### src/exc_pkg.sv
// Package of constants and carriers for the exception generation block.
package exc_pkg;
   // ---------------------------------------------------------------
   // Vectors and widths.
   // ---------------------------------------------------------------
   localparam logic [7:0]  VEC_FLOAT = 8'h10;     // Float error fault.
   localparam logic [7:0]  VEC_ALIGN = 8'h11;     // Alignment fault.
   localparam logic [7:0]  VEC_MCHK  = 8'h12;     // Machine check abort.
   localparam logic [31:0] ERR_ZERO  = 32'h0000_0000; // Alignment code.
   localparam logic [1:0]  PRIV_USER = 2'h3;      // User privilege level.
   localparam int          FLAG_W    = 6;         // Float error flags.
   // Low address bits that must be clear for divisors two, four and eight.
   localparam logic [2:0]  LOW_MASK2 = 3'h1;      // Divisor two.
   localparam logic [2:0]  LOW_MASK4 = 3'h3;      // Divisor four.
   localparam logic [2:0]  LOW_MASK8 = 3'h7;      // Divisor eight.

   // Operand classes, each mapping to an alignment divisor.
   typedef enum logic [3:0] {
      OP_BYTE, OP_WORD, OP_DWORD, OP_SREAL, OP_DREAL, OP_XREAL, OP_SELECTOR,
      OP_FAR32, OP_FAR48, OP_PTR32, OP_TABLEREG, OP_ENVAREA, OP_FULLSAVE,
      OP_BITSTR
   } opclass_e;

   // Float instruction kinds seen at issue.
   typedef enum logic [1:0] {
      FI_NONE, FI_WAITING, FI_NOWAIT, FI_WAITINSN
   } fkind_e;

   // Memory reference presented for checking.
   typedef struct packed {
      logic        valid;      // Reference in this cycle.
      logic [31:0] addr;       // Linear address.
      opclass_e    opClass;    // Data type of operand.
      logic        opSize32;   // Current operand size is 32 bits.
      logic        dataSeg;    // Data or stack segment.
      logic        implicitSys;// Implicit privilege zero reference.
   } memref_s;

   // Request to the dispatch path.
   typedef struct packed {
      logic [7:0]  vector;
      logic        codeValid;
      logic [31:0] code;
      logic [47:0] savedPtr;   // Selector and pointer.
      logic        isAbort;
   } excreq_s;
endpackage : exc_pkg

### src/align_check.sv
// Alignment checker for one memory reference.
`timescale 1ns/1ns
module align_check (
   input  wire exc_pkg::memref_s ref_i,
   input  wire logic             alignMask,
   input  wire logic             alignFlag,
   input  wire logic [1:0]       currentPrivilegeLevel,
   output logic                  misaligned
);
   logic [2:0] lowMask;    // Address bits that must be zero.
   logic       enabled;    // Checking enabled in this cycle.

   // ---------------------------------------------------------------
   // Divisor per type, then the gated check.
   // ---------------------------------------------------------------
   always_comb begin
      case (ref_i.opClass)
         exc_pkg::OP_WORD, exc_pkg::OP_SELECTOR, exc_pkg::OP_FAR32:
            lowMask = exc_pkg::LOW_MASK2;
         exc_pkg::OP_DWORD, exc_pkg::OP_SREAL, exc_pkg::OP_PTR32,
         exc_pkg::OP_FAR48, exc_pkg::OP_TABLEREG:
            lowMask = exc_pkg::LOW_MASK4;
         exc_pkg::OP_DREAL, exc_pkg::OP_XREAL:
            lowMask = exc_pkg::LOW_MASK8;
         exc_pkg::OP_ENVAREA, exc_pkg::OP_FULLSAVE, exc_pkg::OP_BITSTR:
            lowMask = ref_i.opSize32 ? exc_pkg::LOW_MASK4
                                     : exc_pkg::LOW_MASK2;
         default:
            lowMask = '0; // Bytes are always aligned.
      endcase
      // Both enables together, user level only.
      enabled = alignMask && alignFlag
                && (currentPrivilegeLevel == exc_pkg::PRIV_USER);
      // Implicit system references and code segments are exempt.
      misaligned = ref_i.valid && enabled && ref_i.dataSeg
                   && !ref_i.implicitSys
                   && ((ref_i.addr[2:0] & lowMask) != '0);
   end
endmodule : align_check

### src/float_pending.sv
// Pending float error tracker with recorded faulting pointer.
`timescale 1ns/1ns
module float_pending (
   input  wire logic                       clock,
   input  wire logic                       srst,
   input  wire logic                       fpError,
   input  wire logic [exc_pkg::FLAG_W-1:0] fpErrFlags,
   input  wire logic [exc_pkg::FLAG_W-1:0] fpErrMask,
   input  wire logic [47:0]                fpErrPtr,
   input  wire logic                       numericErrorEnable,
   input  wire logic                       takeFloat,
   input  wire logic                       fpStateClear,
   output logic                            pending,
   output logic [exc_pkg::FLAG_W-1:0]      statusFlags,
   output logic [47:0]                     fpuInstrPtr
);
   logic                       pending_q, pending_d;
   logic [exc_pkg::FLAG_W-1:0] status_q, status_d;
   logic [47:0]                ptr_q, ptr_d;
   logic                       unmasked;

   // ---------------------------------------------------------------
   // Status flags always record; pending only for unmasked errors.
   // ---------------------------------------------------------------
   always_comb begin
      unmasked  = fpError && ((fpErrFlags & ~fpErrMask) != '0);
      status_d  = fpStateClear ? '0 : status_q;
      ptr_d     = ptr_q;
      pending_d = pending_q;
      if (takeFloat || fpStateClear) begin
         pending_d = 1'b0;
      end
      if (fpError) begin
         status_d = status_d | fpErrFlags;
         ptr_d    = fpErrPtr;
      end
      // A new error wins over a clear in the same cycle.
      if (unmasked && numericErrorEnable) begin
         pending_d = 1'b1;
      end
   end

   always_ff @(posedge clock) begin
      if (srst) begin
         pending_q <= 1'b0;
         status_q  <= '0;
         ptr_q     <= 48'h0000_0000_0000;
      end else begin
         pending_q <= pending_d;
         status_q  <= status_d;
         ptr_q     <= ptr_d;
      end
   end

   assign pending     = pending_q;
   assign statusFlags = status_q;
   assign fpuInstrPtr = ptr_q;

   pend_set_a: assert property (@(posedge clock) disable iff (srst)
      fpError && numericErrorEnable && ((fpErrFlags & ~fpErrMask) != '0)
      |=> pending_q) else $error("Unmasked error not pending.");
   ptr_keep_a: assert property (@(posedge clock) disable iff (srst)
      fpError |=> ptr_q == $past(fpErrPtr)) else $error("Pointer lost.");
endmodule : float_pending

### src/exception_unit.sv
// Exception generation for float error, alignment and machine check.
`timescale 1ns/1ns
module exception_unit (
   input  wire logic                       clock,
   input  wire logic                       srst,
   // Control state from the core registers.
   input  wire logic                       numericErrorEnable,
   input  wire logic                       alignMaskEnable,
   input  wire logic                       alignCheckFlag,
   input  wire logic [1:0]                 currentPrivilegeLevel,
   input  wire logic                       machineCheckEnable,
   // Float unit error reports.
   input  wire logic                       fpError,
   input  wire logic [exc_pkg::FLAG_W-1:0] fpErrFlags,
   input  wire logic [exc_pkg::FLAG_W-1:0] fpErrMask,
   input  wire logic [47:0]                fpErrPtr,
   input  wire logic                       fpStateClear,
   // Instruction at issue.
   input  wire logic                       issueValid,
   input  wire exc_pkg::fkind_e            issueKind,
   input  wire logic [47:0]                issuePtr,
   input  wire exc_pkg::memref_s           memRef,
   // Machine error report.
   input  wire logic                       machineError,
   input  wire logic                       machineErrPtrTied,
   input  wire logic [47:0]                machineErrPtr,
   // Dispatch handshake.
   input  wire logic                       dispatchReady,
   output logic                            dispatchValid,
   output exc_pkg::excreq_s                dispatchReq,
   output logic                            issueStall,
   output logic                            issueSuppress,
   output logic                            shutdown,
   output logic                            savedPointerValid,
   output logic [exc_pkg::FLAG_W-1:0]      fpuStatusFlags,
   output logic [47:0]                     fpuInstrPtr
);
   // ---------------------------------------------------------------
   // States of the dispatch engine.
   // ---------------------------------------------------------------
   typedef enum logic [1:0] {ST_IDLE, ST_REQ, ST_DEAD} state_e;

   state_e           state_q, state_d;    // Engine state.
   exc_pkg::excreq_s req_q, req_d;        // Held request.
   logic             saved_pointer_valid_q, saved_pointer_valid_d;      // Saved pointer valid flag.
   logic             shut_q, shut_d;      // Shutdown latch.
   logic             fpPending;           // Float error outstanding.
   logic             misaligned;          // Current reference is bad.
   logic             waitingInsn;         // Instruction checks pending.
   logic             takeFloat;           // Float error taken now.
   logic             takeAlign;           // Alignment fault taken now.
   logic             takeMchk;            // Machine check taken now.

   // ---------------------------------------------------------------
   // Helpers.
   // ---------------------------------------------------------------
   float_pending u_pend (
      .clock              (clock),
      .srst               (srst),
      .fpError            (fpError),
      .fpErrFlags         (fpErrFlags),
      .fpErrMask          (fpErrMask),
      .fpErrPtr           (fpErrPtr),
      .numericErrorEnable (numericErrorEnable),
      .takeFloat          (takeFloat),
      .fpStateClear       (fpStateClear),
      .pending            (fpPending),
      .statusFlags        (fpuStatusFlags),
      .fpuInstrPtr        (fpuInstrPtr)
   );

   align_check u_align (
      .ref_i                 (memRef),
      .alignMask             (alignMaskEnable),
      .alignFlag             (alignCheckFlag),
      .currentPrivilegeLevel (currentPrivilegeLevel),
      .misaligned            (misaligned)
   );

   // ---------------------------------------------------------------
   // Event selection. Machine check ranks first, then the float
   // error at a waiting instruction, then alignment. Only one event
   // is accepted while idle; the pipeline is held until it leaves.
   // ---------------------------------------------------------------
   always_comb begin
      // No-wait forms skip the pending check.
      waitingInsn = issueValid && ((issueKind == exc_pkg::FI_WAITING)
                    || (issueKind == exc_pkg::FI_WAITINSN));
      takeMchk  = (state_q == ST_IDLE) && machineError;
      takeFloat = (state_q == ST_IDLE) && !machineError && numericErrorEnable
                  && waitingInsn && fpPending;
      takeAlign = (state_q == ST_IDLE) && !machineError && !takeFloat
                  && misaligned;
   end

   // ---------------------------------------------------------------
   // Next state and request content.
   // ---------------------------------------------------------------
   always_comb begin
      state_d = state_q;
      req_d   = req_q;
      saved_pointer_valid_d  = saved_pointer_valid_q;
      shut_d  = shut_q;
      case (state_q)
         ST_IDLE: begin
            if (takeMchk) begin
               saved_pointer_valid_d = machineErrPtrTied;
               if (machineCheckEnable) begin
                  req_d.vector    = exc_pkg::VEC_MCHK;
                  req_d.codeValid = 1'b0;
                  req_d.code      = exc_pkg::ERR_ZERO;
                  req_d.savedPtr  = machineErrPtr;
                  req_d.isAbort   = 1'b1;
                  state_d         = ST_REQ;
               end else begin
                  shut_d  = 1'b1;
                  state_d = ST_DEAD;
               end
            end else if (takeFloat) begin
               req_d.vector    = exc_pkg::VEC_FLOAT;
               req_d.codeValid = 1'b0;
               req_d.code      = exc_pkg::ERR_ZERO;
               req_d.savedPtr  = issuePtr;
               req_d.isAbort   = 1'b0;
               state_d         = ST_REQ;
            end else if (takeAlign) begin
               req_d.vector    = exc_pkg::VEC_ALIGN;
               req_d.codeValid = 1'b1;
               req_d.code      = exc_pkg::ERR_ZERO;
               req_d.savedPtr  = issuePtr;
               req_d.isAbort   = 1'b0;
               state_d         = ST_REQ;
            end
         end
         ST_REQ: begin
            // Request held stable until the dispatch path accepts it.
            if (dispatchReady) begin
               state_d = req_q.isAbort ? ST_DEAD : ST_IDLE;
            end
         end
         ST_DEAD: begin
            // After an abort or shutdown only reset resumes execution.
            state_d = ST_DEAD;
         end
         default: begin
            state_d = ST_IDLE;
         end
      endcase
   end

   always_ff @(posedge clock) begin
      if (srst) begin
         state_q <= ST_IDLE;
         req_q   <= '0;
         saved_pointer_valid_q  <= 1'b0;
         shut_q  <= 1'b0;
      end else begin
         state_q <= state_d;
         req_q   <= req_d;
         saved_pointer_valid_q  <= saved_pointer_valid_d;
         shut_q  <= shut_d;
      end
   end

   // ---------------------------------------------------------------
   // Outputs. Suppress kills the issuing instruction in the cycle its
   // fault is taken so it leaves no state behind and can restart.
   // ---------------------------------------------------------------
   assign dispatchValid     = (state_q == ST_REQ);
   assign dispatchReq       = req_q;
   assign issueSuppress     = takeFloat || takeAlign || takeMchk;
   assign issueStall        = (state_q != ST_IDLE);
   assign shutdown          = shut_q;
   assign savedPointerValid = saved_pointer_valid_q;

   // ---------------------------------------------------------------
   // Checks.
   // ---------------------------------------------------------------
   float_vec_a: assert property (@(posedge clock) disable iff (srst)
      takeFloat |=> dispatchValid && dispatchReq.vector == exc_pkg::VEC_FLOAT
      && !dispatchReq.codeValid && dispatchReq.savedPtr == $past(issuePtr))
      else $error("Float error request wrong.");
   // A no-wait form must never turn into a float error request.
   float_gate_a: assert property (@(posedge clock) disable iff (srst)
      state_q == ST_IDLE && issueValid && issueKind == exc_pkg::FI_NOWAIT
      |=> !(dispatchValid && dispatchReq.vector == exc_pkg::VEC_FLOAT))
      else $error("Float error at no-wait instruction.");
   align_req_a: assert property (@(posedge clock) disable iff (srst)
      takeAlign |=> dispatchReq.vector == exc_pkg::VEC_ALIGN
      && dispatchReq.codeValid && dispatchReq.code == exc_pkg::ERR_ZERO)
      else $error("Alignment request wrong.");
   align_priv_a: assert property (@(posedge clock) disable iff (srst)
      takeAlign |-> currentPrivilegeLevel == exc_pkg::PRIV_USER
      && alignMaskEnable && alignCheckFlag && !memRef.implicitSys)
      else $error("Alignment fault while disabled.");
   align_supp_a: assert property (@(posedge clock) disable iff (srst)
      takeAlign |-> issueSuppress) else $error("Faulting op not suppressed.");
   mchk_abort_a: assert property (@(posedge clock) disable iff (srst)
      takeMchk && machineCheckEnable |=> dispatchValid
      && dispatchReq.vector == exc_pkg::VEC_MCHK && dispatchReq.isAbort
      && !dispatchReq.codeValid) else $error("Machine check request wrong.");
   mchk_shut_a: assert property (@(posedge clock) disable iff (srst)
      takeMchk && !machineCheckEnable |=> shutdown && !dispatchValid [*3])
      else $error("No shutdown on disabled machine check.");
   saved_pointer_valid_flag_a: assert property (@(posedge clock) disable iff (srst)
      takeMchk |=> savedPointerValid == $past(machineErrPtrTied))
      else $error("Saved pointer flag wrong.");
   req_hold_a: assert property (@(posedge clock) disable iff (srst)
      dispatchValid && !dispatchReady |=> dispatchValid && $stable(dispatchReq))
      else $error("Request dropped before accept.");

   float_cov: cover property (@(posedge clock) disable iff (srst) takeFloat);
   align_cov: cover property (@(posedge clock) disable iff (srst) takeAlign);
   mchk_cov:  cover property (@(posedge clock) disable iff (srst)
      takeMchk && machineCheckEnable);
   shut_cov:  cover property (@(posedge clock) disable iff (srst)
      takeMchk && !machineCheckEnable);
endmodule : exception_unit

### config.mk
export PLATFORM = sky130hd
export DESIGN_NAME = exception_unit
export DESIGN_NICKNAME = d
export VERILOG_FILES = /design/src/exc_pkg.sv /design/src/align_check.sv /design/src/float_pending.sv /design/src/exception_unit.sv
export SDC_FILE = /design/constraint.sdc
export NUM_CORES = 1
export LEC_CHECK = 0
export ABC_AREA = 1
export BUFFER_PORTS_ARGS = -buffer_cell sky130_fd_sc_hd__clkbuf_2
export CORE_AREA = 2 2 140 142
export DETAILED_ROUTE_END_ITERATION = 16
export DIE_AREA = 0 0 142 144
export MAX_ROUTING_LAYER = met4
export RECOVER_POWER = 100
export SLEW_MARGIN = 5
export SYNTH_ARGS = -nofsm -noshare
export SYNTH_HDL_FRONTEND = slang
export SYNTH_SLANG_ARGS = --single-unit
### constraint.sdc
create_clock -name clock -period 2.15 [get_ports clock]
set_input_delay 0.215 -clock clock [delete_from_list [all_inputs] [get_ports clock]]
set_output_delay 0.215 -clock clock [all_outputs]
set_load 0.01 [all_outputs]
# == Word level (Yosys, flattened, before mapping) ==
# Cells that the tools add are included.
# classes
eq_ne,21
n_mux,17
n_bitwise,5
reduce_logical,37
# op_table
cell,count
90-bit two-way mux,4
4-bit equality test (second input constant),6
4-bit by 3-bit equality test with 1-bit output (second input constant),4
1-bit logical AND,16
2-bit two-way mux,7
6-bit two-way mux,2
3-bit case mux with 4 select lines,1
4-bit by 2-bit equality test with 1-bit output (second input constant),2
6-bit bitwise AND,1
2-bit equality test (second input constant),3
6-bit NOT,1
6-bit bitwise OR,1
2-bit case mux with 3 select lines,1
3-bit AND reduction,2
3-bit nonzero test,2
6-bit nonzero test,1
3-bit OR reduction,2
5-bit OR reduction,1
2-bit by 1-bit equality test with 1-bit output (second input constant),2
4-bit by 1-bit equality test with 1-bit output (second input constant),1
1-bit logical OR,4
2-bit != test (second input constant),2
4-bit != test (second input constant),1
2-bit AND reduction,2
7 further kinds,11
# totals
reg_bits,149
input_bits,212

# == Logic depth before layout (Yosys ltp) ==
# Gate-level depths: netlist of run 1.
# depth
depth_word,12
mapped_depth,14
ltp_nobuf,13

# == Hierarchy ==
# A second synthesis of run 1 with hierarchy kept.
# unflattened
cells_unflattened,838
hier_area_um2,5469.0
# modules_own_cells
module,instances,cells_each,area_per_inst_um2,seq_area_each_um2
exception_unit,1,554,3251.9,1101.1
float_pending,1,258,2102.0,1101.1
align_check,1,26,115.1,0.0

# == Least setup slack after synthesis of run 1 ==
# OpenSTA, ideal clock, no wires.
# synth_path
path_type,register to register
from,register state_q[0]
to,register req_q (netlist bit dispatchReq[39])
setup_time_ps,132
arrival_ps,1374
required_ps,2018
setup_slack_ps,644
path_stages_with_launch,10
n_path_buf,2
period_less_slack_ps,1506
path_cell_list,dfxtp_1 > nor2_4 > nand2_2 > or2_1 > nand2_1 > inv_2 > buf_4 > buf_4 > nand3_1 > a21oi_1
# synth_via
elab_chain_cells,10
word_cells_on_any_way,14
# synth_lines
item,line,rtl
from (decl),exception_unit.sv:43,"state_e state_q, state_d;"
from (signal assigned),exception_unit.sv:158,state_q <= state_d;
2-bit logical NOT (*),--,
1-bit logical AND,"exception_unit.sv:90, exception_unit.sv:92",
1-bit logical AND,exception_unit.sv:90,takeFloat = (state_q == ST_IDLE) && !machineError && numericErrorEnable
1-bit logical AND (2 in a row),exception_unit.sv:91,&& waitingInsn && fpPending;
1-bit logical NOT,exception_unit.sv:92,takeAlign = (state_q == ST_IDLE) && !machineError && !takeFloat
1-bit logical AND,exception_unit.sv:92,
1-bit logical AND,exception_unit.sv:93,&& misaligned;
3-bit nonzero test (no source line),--,
3-bit AND reduction (no source line),--,
to (signal assigned),exception_unit.sv:159,req_q <= req_d;
to (decl),exception_unit.sv:44,"exc_pkg::excreq_s req_q, req_d;"
# Mark *: on every way between the ends. The rest lies on a longest branch, timed or not.
# A chain may end at the register's enable or synchronous reset.

# == Worst setup path after layout of run 1 ==
# layout_path
from,register state_q[1]
to,register req_q (netlist bit dispatchReq[32])
# Same word-level chain as after synthesis.

==> results.txt, run 1 <==
----------------------------------------------------
[Run status]
  Status ... finished clean

[Worst setup path]
  Worst-case register-to-register setup slack ... 0.17 ns
  Slowest Stage Delay on Critical Path ... 0.43 ns
  Chain of cells forming the critical path ... nor2_4 -> nand2_2 -> or2_0 -> nand2_1 -> inv_2 -> buf_4 -> nand3_1 -> a21oi_1
  Highest fanout seen on the critical path ... 31
  R2R depth ... 8
  CP Launch Type ... flop
  Critical Path Slowest Stage Cell ... dfxtp_1
  Class of the most critical setup path ... flop to flop
  Crit path arrival time ... 2.26 ns
  Critical Path RT ... 2.43 ns
  Critical Path Sink Type ... flop

[Clocking]
  Post-CTS setup repair buffer count ... 0
  Number of buffers between clock root and the deepest sink ... 2
  Clock sinks ... between 100 and 150
  # H-tree levels ... 3
  Clock tree root buffer cell ... clkbuf_16
  Clock transition at the registers of the reported paths ... 0.08 ns
  Clock buffer count from CTS ... 9
  CTS Hold Bufs ... 0
  TritonCTS clock tree ... done
  Post-cts repair resize count ... 0
  Clock insertion delay at the later pin of the skew report ... 0.35 ns

[Place]
  DP Wirelength ... 11.87 mm
  Routability-driven placement congestion ratio ... 0.7876
  Total of buffers placed on input and output ports ... about 290
  Total placed cells including tap cells ... 1224
  Total cell area at the placement stage ... ~6500 um2

[Timing]
  Setup repair after global routing missed its margin ... false
  Slew Limit Headroom ... about two fifths
  Maximum frequency from static timing analysis ... slightly above 500 MHz
  Slew Limit Fails ... 0
  Number of hold violations in the final report ... 0
  Fin crit share ... 92.03%
  Number of setup violations in the final report ... 0
  Accumulated negative setup slack ... 0 ns
  Clock skew after layout ... 0.01216 ns
  Final critical-path required period ... about 2.0 ns
  Worst Max-Slew Pin Slew ... 0.9061 ns

[Floorplanning]
  Total die area ... 20450 um2
  Overall die width ... ~140 um
  Core Footprint ... 19080 um2
  I/O Pins ... about 360
  Number of core rows ... 51
  Vertical die dimension ... 144 um
  Initial core utilization ... 26.47%

[Route]
  Number of DRC markers after the initial detailed-route iteration ... 134
  Final antenna-violating net count ... 0
  Detail-routed net length per standard cell ... roughly 13 um
  Final wirelength ... approximately 16 mm
  Drt first pass iters ... 6
  Total via count after detailed routing ... about 5400
  Routed vias/inst ... 4.350
  DR DRC count ... 0

[Pwr]
  Total power per unit cell area ... 781.4 nW/um2
  Power share of the clock group ... between 30% and 40%
  Internal power contribution ... 3.584 mW
  Sequential share of power ... 43.9%
  Net Sw Power ... 1.643 mW
  Proportion of power drawn by combinational gates ... between 20% and 30%
  Switching Fraction ... about a third
  Leakage power of the design ... 3.238 nW
  Worst IR drop on VDD ... 0.3437 mV

[Final layout]
  Commonest non-fill, non-tap cells in the layout ... 224 x nand2_1, 182 x clkbuf_2, 113 x clkbuf_1, 110 x dfxtp_1, 109 x nor2_1
  Post-route insts no fill ... 1241
  Area added between synthesis and finish ... 32.46%
  Leading cell type in the layout, fill and taps excluded ... nand2_1
  Total number of nets in the final design ... 1209
  Final instance area ... around 6700 um2
  Fraction of final layout cells with drive strength greater than 1 ... 22.26%

[Synth]
  Post-synthesis share of cell area spent on xor and xnor gates ... 0%
  Top-area cell type share of the netlist area ... 43.61%
  Largest cells by area after synthesis ... dfxtp_1 44%, nand2_1 17%, nor2_1 8.1%
  Post-synthesis share of cell area spent on and, or, nand and nor gates ... roughly a third
  Synth Register Bits ... 110
  Main combinational cell family by area after synthesis ... simple AND/OR/NAND/NOR gates
  Cell area after synthesis ... 5050 um2
  Number of distinct library cell variants in the gate-level netlist after synthesis ... 27
  Cell taking the most area after synthesis ... dfxtp_1
  Post-synthesis area per instance ... 6.899 um2
  Share of synthesized area spent on multiplexers ... 0%
  Cells after Synth ... around 730
  Adder-cell area share of the yosys netlist ... 0%
  Compound-Gate Fraction of Synth Area ... 11.67%
  Share of the yosys chip area belonging to registers ... 43.61%
  Number of warning messages in the yosys log ... 0

[Global routing]
  GRT Resource Usage Total ... 15.49%
  Vias in the first global route ... 4812
  Global-route wire length before repair ... 24.19 mm
  Total congestion overflow after global routing ... 0
  Maximum number of pins on one net before global-route repair ... 60
  Antenna violations before repair ... 1

[Run]
  Number of max-capacitance violations reported ... 0

[Min path]
  Count of cells along the worst hold path ... 3
  Worst min-delay path class ... input port to flop

----------------------------------------------------
==> synth_stat cells (all sizes together) <==
master and count:
o22ai 2, nand2 228, o211ai 1, nor2 110
or2 1, nand3b 2, nor3 1, dfxtp 110
buf 57, nand4 2, conb 1, inv 24
nand3 50, a21oi 62, clkbuf 30, o221ai 1
o21ai 50
==> cell families (layout without fill, tap and decap cells) <==
group | after synthesis | count (layout)
and+or+nand+nor | 394 | 394
AOI/OAI and AO/OA | 116 | 116
buffers and inverters | 111 | 345
DFF | 110 | 110
other | 1 | 38
==> power by group through the flow <==
stage	registers, mW	logic, mW	clock network [mW]
2_1_floorplan	2.41	0.718	0
3_3_place_gp	2.34	1.25	0
3_5_place_dp	2.34	1.25	0
4_1_cts	2.30	1.25	1.82
5_1_grt	2.32	1.34	1.90
6_report	2.30	1.18	1.75
==> through the flow <==
stage	total power [mW]	utilization [%]	setup WS, ns	hold slack [ns]
2_1_floorplan	3.131	-	0.6440	0.3499
3_3_place_gp	3.583	34.23	0.2451	0.4359
3_5_place_dp	3.589	34.23	0.1882	0.4446
4_1_cts	5.374	35.85	0.1606	0.06485
5_1_grt	5.550	35.06	0.005052	0.06467
6_report	5.227	35.06	0.1714	0.08427
==> layout make-up <==
cell class	instances	area (um2)
multi-input combinational	547	2349
tap	238	297.8
clock buffer	11	242.7
clock inverter	5	66.31
sequential	110	2202
inverter	24	90.09
timing repair buffer	305	1439
antenna	1	2.502
fill	2144	12390
==> path summary, 6_finish.rpt <==
check	startpoint	to
max reg2reg	state_q[1]	dispatchReq[32]
min reg2reg	dispatchReq[1]	dispatchReq[1]
min	fpErrPtr[33]	u_pend.fpuInstrPtr[33]
max	state_q[1]	dispatchReq[32]
==> state kept, by name (all words and copies together), names as in the netlist <==
| register | cells |
|---|---|
| dispatchReq | 51 |
| savedPointerValid | 1 |
| shutdown | 1 |
| state_q | 2 |
| u_pend.fpuInstrPtr | 48 |
| u_pend.pending | 1 |
| u_pend.statusFlags | 6 |
==> critical path, delay by kind of cell, from the launching register on <==
| family | cells | cell delay (ns) |
|---|---|---|
| simple gates | 5 | 0.83 |
| flops | 1 | 0.43 |
| buf+inv | 2 | 0.47 |
| compound gates | 1 | 0.17 |
==> per-layer routing <==
layer  vias up  GRT usage, %  wire length [um]
met5         -             -                 0
met4         0         5.737               221
met3        15         3.477              1140
met2       219         26.85              7690
met1      2390         17.56              6976
li1       2774             -                 -
Power figures use the tool's default switching activity.
==> inputs of run 2 (changes only) <==
--- a/config.mk
+++ b/config.mk
@@ -11,6 +11,7 @@
 export DETAILED_ROUTE_END_ITERATION = 16
 export DIE_AREA = 0 0 142 144
 export MAX_ROUTING_LAYER = met4
+export PLACE_DENSITY = 0.59
 export RECOVER_POWER = 100
 export SLEW_MARGIN = 5
 export SYNTH_ARGS = -nofsm -noshare
==> constraint.sdc (replaced) <==
create_clock -name clock -period 2.15 [get_ports clock]
set_input_delay 0.215 -clock clock [delete_from_list [all_inputs] [get_ports clock]]
set_output_delay 0.215 -clock clock [all_outputs]
set_load 0.05 [all_outputs]
==> results.txt, run 2 (same netlist as run 1, synthesis figures left out) <==
----------------------------------------------------
[Place]
  DP Wirelength ... 11.57 mm (-2.5%)
  Worst setup timing slack at the placement stage ... 0.1252 ns (-0.06298 ns)
  Total of buffers placed on input and output ports ... 293 (unchanged)
  Routability-driven placement congestion ratio ... 0.8054 (+2.3%)
  Total cell area at the placement stage ... 6528 um2 (about the same)

[Run status]
  Status ... finished clean

[Global routing]
  GRT Resource Usage Total ... 15.42% (-0.065 points)
  Maximum number of pins on one net before global-route repair ... 60 (unchanged)
  Vias in the first global route ... 4803 (-0.19%)
  Total congestion overflow after global routing ... 0 (unchanged)
  Global-route wire length before repair ... 24.14 mm (-0.20%)
  Antenna violations before repair ... 0 (-1)

[Timing]
  Slew Limit Headroom ... 14.96% (-25 points)
  Number of hold violations in the final report ... 0 (unchanged)
  Clock skew after layout ... 0.007971 ns (-0.004194 ns)
  Number of setup violations in the final report ... 0 (unchanged)
  Setup repair after global routing missed its margin ... false
  Worst Max-Slew Pin Slew ... 1.276 ns (+0.3695 ns)
  Final critical-path required period ... 1.938 ns (-0.04043 ns)
  Accumulated negative setup slack ... 0 ns (unchanged)
  Maximum frequency from static timing analysis ... 515.9 MHz (+2.1%)
  Slack of the critical path ... 0.2118 ns (+0.04043 ns)
  Fin crit share ... 90.15% (-1.9 points)
  Slew Limit Fails ... 0 (unchanged)

[Final layout]
  Final instance area ... 6699 um2 (+0.15%)
  Max FFs per register ... 51 (unchanged)
  Number of diodes added for antenna fixing ... 0 (-1)
  Leading cell type in the layout, fill and taps excluded ... nand2_1
  Area added between synthesis and finish ... 32.66%
  Commonest non-fill, non-tap cells in the layout ... 224 x nand2_1, 183 x clkbuf_2, 113 x clkbuf_1, 110 x dfxtp_1, 109 x nor2_1
  Total number of nets in the final design ... 1210 (+0.083%)
  Fraction of final layout cells with drive strength greater than 1 ... 22.53% (+0.28 points)

[Clocking]
  Clock transition at the registers of the reported paths ... 0.08 ns (about the same)
  Number of buffers between clock root and the deepest sink ... 2 (unchanged)
  # H-tree levels ... 3 (unchanged)
  Clock insertion delay at the later pin of the skew report ... 0.35 ns (about the same)
  Clock buffer count from CTS ... 9 (unchanged)
  CTS Hold Bufs ... 0 (unchanged)
  Clock sinks ... 110 (unchanged)
  Clock tree root buffer cell ... clkbuf_16
  TritonCTS clock tree ... done

[Worst setup path]
  Count of buffer and inverter cells on the critical path ... 1 (-1)
  Chain of cells forming the critical path ... nor2_4 -> nand2_2 -> nor2_1 -> nand2_1 -> nor2_1 -> nand2_1 -> nand2_4 -> clkbuf_2
  Critical Path Slowest Stage Cell ... dfxtp_1
  Worst-case register-to-register setup slack ... 0.30 ns (+0.13 ns)
  Class of the most critical setup path ... flop to output pin
  Critical Path Sink Type ... output pin
  Critical Path RT ... 1.93 ns (-0.50 ns)
  Highest fanout seen on the critical path ... 5 (-84%)
  CP Launch Type ... flop
  Slowest Stage Delay on Critical Path ... 0.35 ns (-0.08 ns)
  Crit path arrival time ... 1.72 ns (-0.54 ns)
  Cell family contributing the most delay on the critical path ... simple AND/OR/NAND/NOR gates

[Min path]
  Worst min-delay path class ... input port to flop

[Floorplanning]
  Overall die width ... 142 um (unchanged)
  Initial core utilization ... 26.47% (unchanged)
  Number of core rows ... 51 (unchanged)
  Vertical die dimension ... 144 um (unchanged)
  Core Footprint ... 19080 um2 (unchanged)
  I/O Pins ... 361 (unchanged)
  Total die area ... 20450 um2 (unchanged)

[Pwr]
  Net Sw Power ... 2.299 mW (+40%)
  Worst IR drop on VDD ... 0.3684 mV (+7.2%)
  Total power per unit cell area ... 858.4 nW/um2 (+9.9%)
  Final total power ... 5.751 mW (+10%)
  Proportion of power drawn by combinational gates ... 32.0% (+9.5 points)
  Internal power contribution ... 3.451 mW (-3.7%)
  Power share of the clock group ... 28.1% (-5.4 points)
  Switching Fraction ... 39.99% (+8.5 points)
  Leakage power of the design ... 3.240 nW (about the same)
  Sequential share of power ... 39.9% (-4.0 points)

[Route]
  Final antenna-violating net count ... 0 (unchanged)
  Number of DRC markers after the initial detailed-route iteration ... 198 (+48%)
  Detail-routed net length per standard cell ... 12.79 um (-0.97%)
  Final wirelength ... 15.87 mm (-0.97%)
  DR DRC count ... 0 (unchanged)
  Drt first pass iters ... 4 (-2)
  Routed vias/inst ... 4.347 (about the same)
  Total via count after detailed routing ... 5395 (-0.056%)

[Run]
  Number of max-capacitance violations reported ... 0 (unchanged)

----------------------------------------------------
## run 2: changes by cell type in the layout (fill, tap and decap cells not counted), sizes merged
cell      change
diode         -1
bufinv        -1
clkinvlp      -1
inv           +1
clkinv        +2
## run 2: repair_timing
item	in CTS	in global routing
setup endpoints to repair	0	51
gates resized for setup	0	3
hold endpoints to repair	0	0
setup buffers	0	3
## run 2: per-layer routing
| metal | vias to the layer above | GRT usage, % | share of wire, % |
|---|---|---|---|
| met3 | 11 | 4.272 | 7.7 |
| met4 | 0 | 4.158 | 1.1 |
| met1 | 2388 | 18.50 | 44 |
| li1 | 2775 | - | - |
| met5 | - | - | 0 |
| met2 | 221 | 25.60 | 47 |
## run 2: worst paths after layout
check | depth (start not counted) | from | endpoint
min | 3 | fpErrPtr[13] | u_pend.fpuInstrPtr[13]
max | 8 | state_q[0] | issueSuppress
max reg2reg | 11 | state_q[0] | dispatchReq[15]
min reg2reg | 2 | dispatchReq[86] | dispatchReq[86]
## run 2: cell type report
cell class              instances  area (um2)
clock buffers                  10       229.0
clock inverters                 6       56.30
fillers                      2155       12380
inverters                      24       90.09
multi-input cells             547        2367
flip-flops and latches        110        2202
well taps                     238       297.8
repair buffers                306        1456
## run 2: through the flow
| stage | std cells | hold slack [ns] | util (%) |
|---|---|---|---|
| floorplan | 768 | 0.3499 | - |
| global placement | 1222 | 0.4364 | 34.21 |
| detailed placement | 1222 | 0.4417 | 34.21 |
| CTS | 1238 | 0.06281 | 35.71 |
| global route | 1241 | 0.07815 | 35.11 |
| finish | 1241 | 0.08633 | 35.11 |
## run 2: power by group through the flow
stage	Sequential (mW)	Clock (mW)	Combinational [mW]
6_report	2.29	1.62	1.84
5_1_grt	2.31	1.79	2.01
4_1_cts	2.29	1.70	1.89
3_5_place_dp	2.34	0	1.89
3_3_place_gp	2.33	0	1.88
2_1_floorplan	2.90	0	0.869
## run 2: worst reg2reg max path, delay by kind of cell (launching register included)
family | cells | cell delay, ns
AOI/OAI and AO/OA | 1 | 0.07
buffers and inverters | 1 | 0.14
DFF | 1 | 0.35
and+or+nand+nor | 9 | 1.13
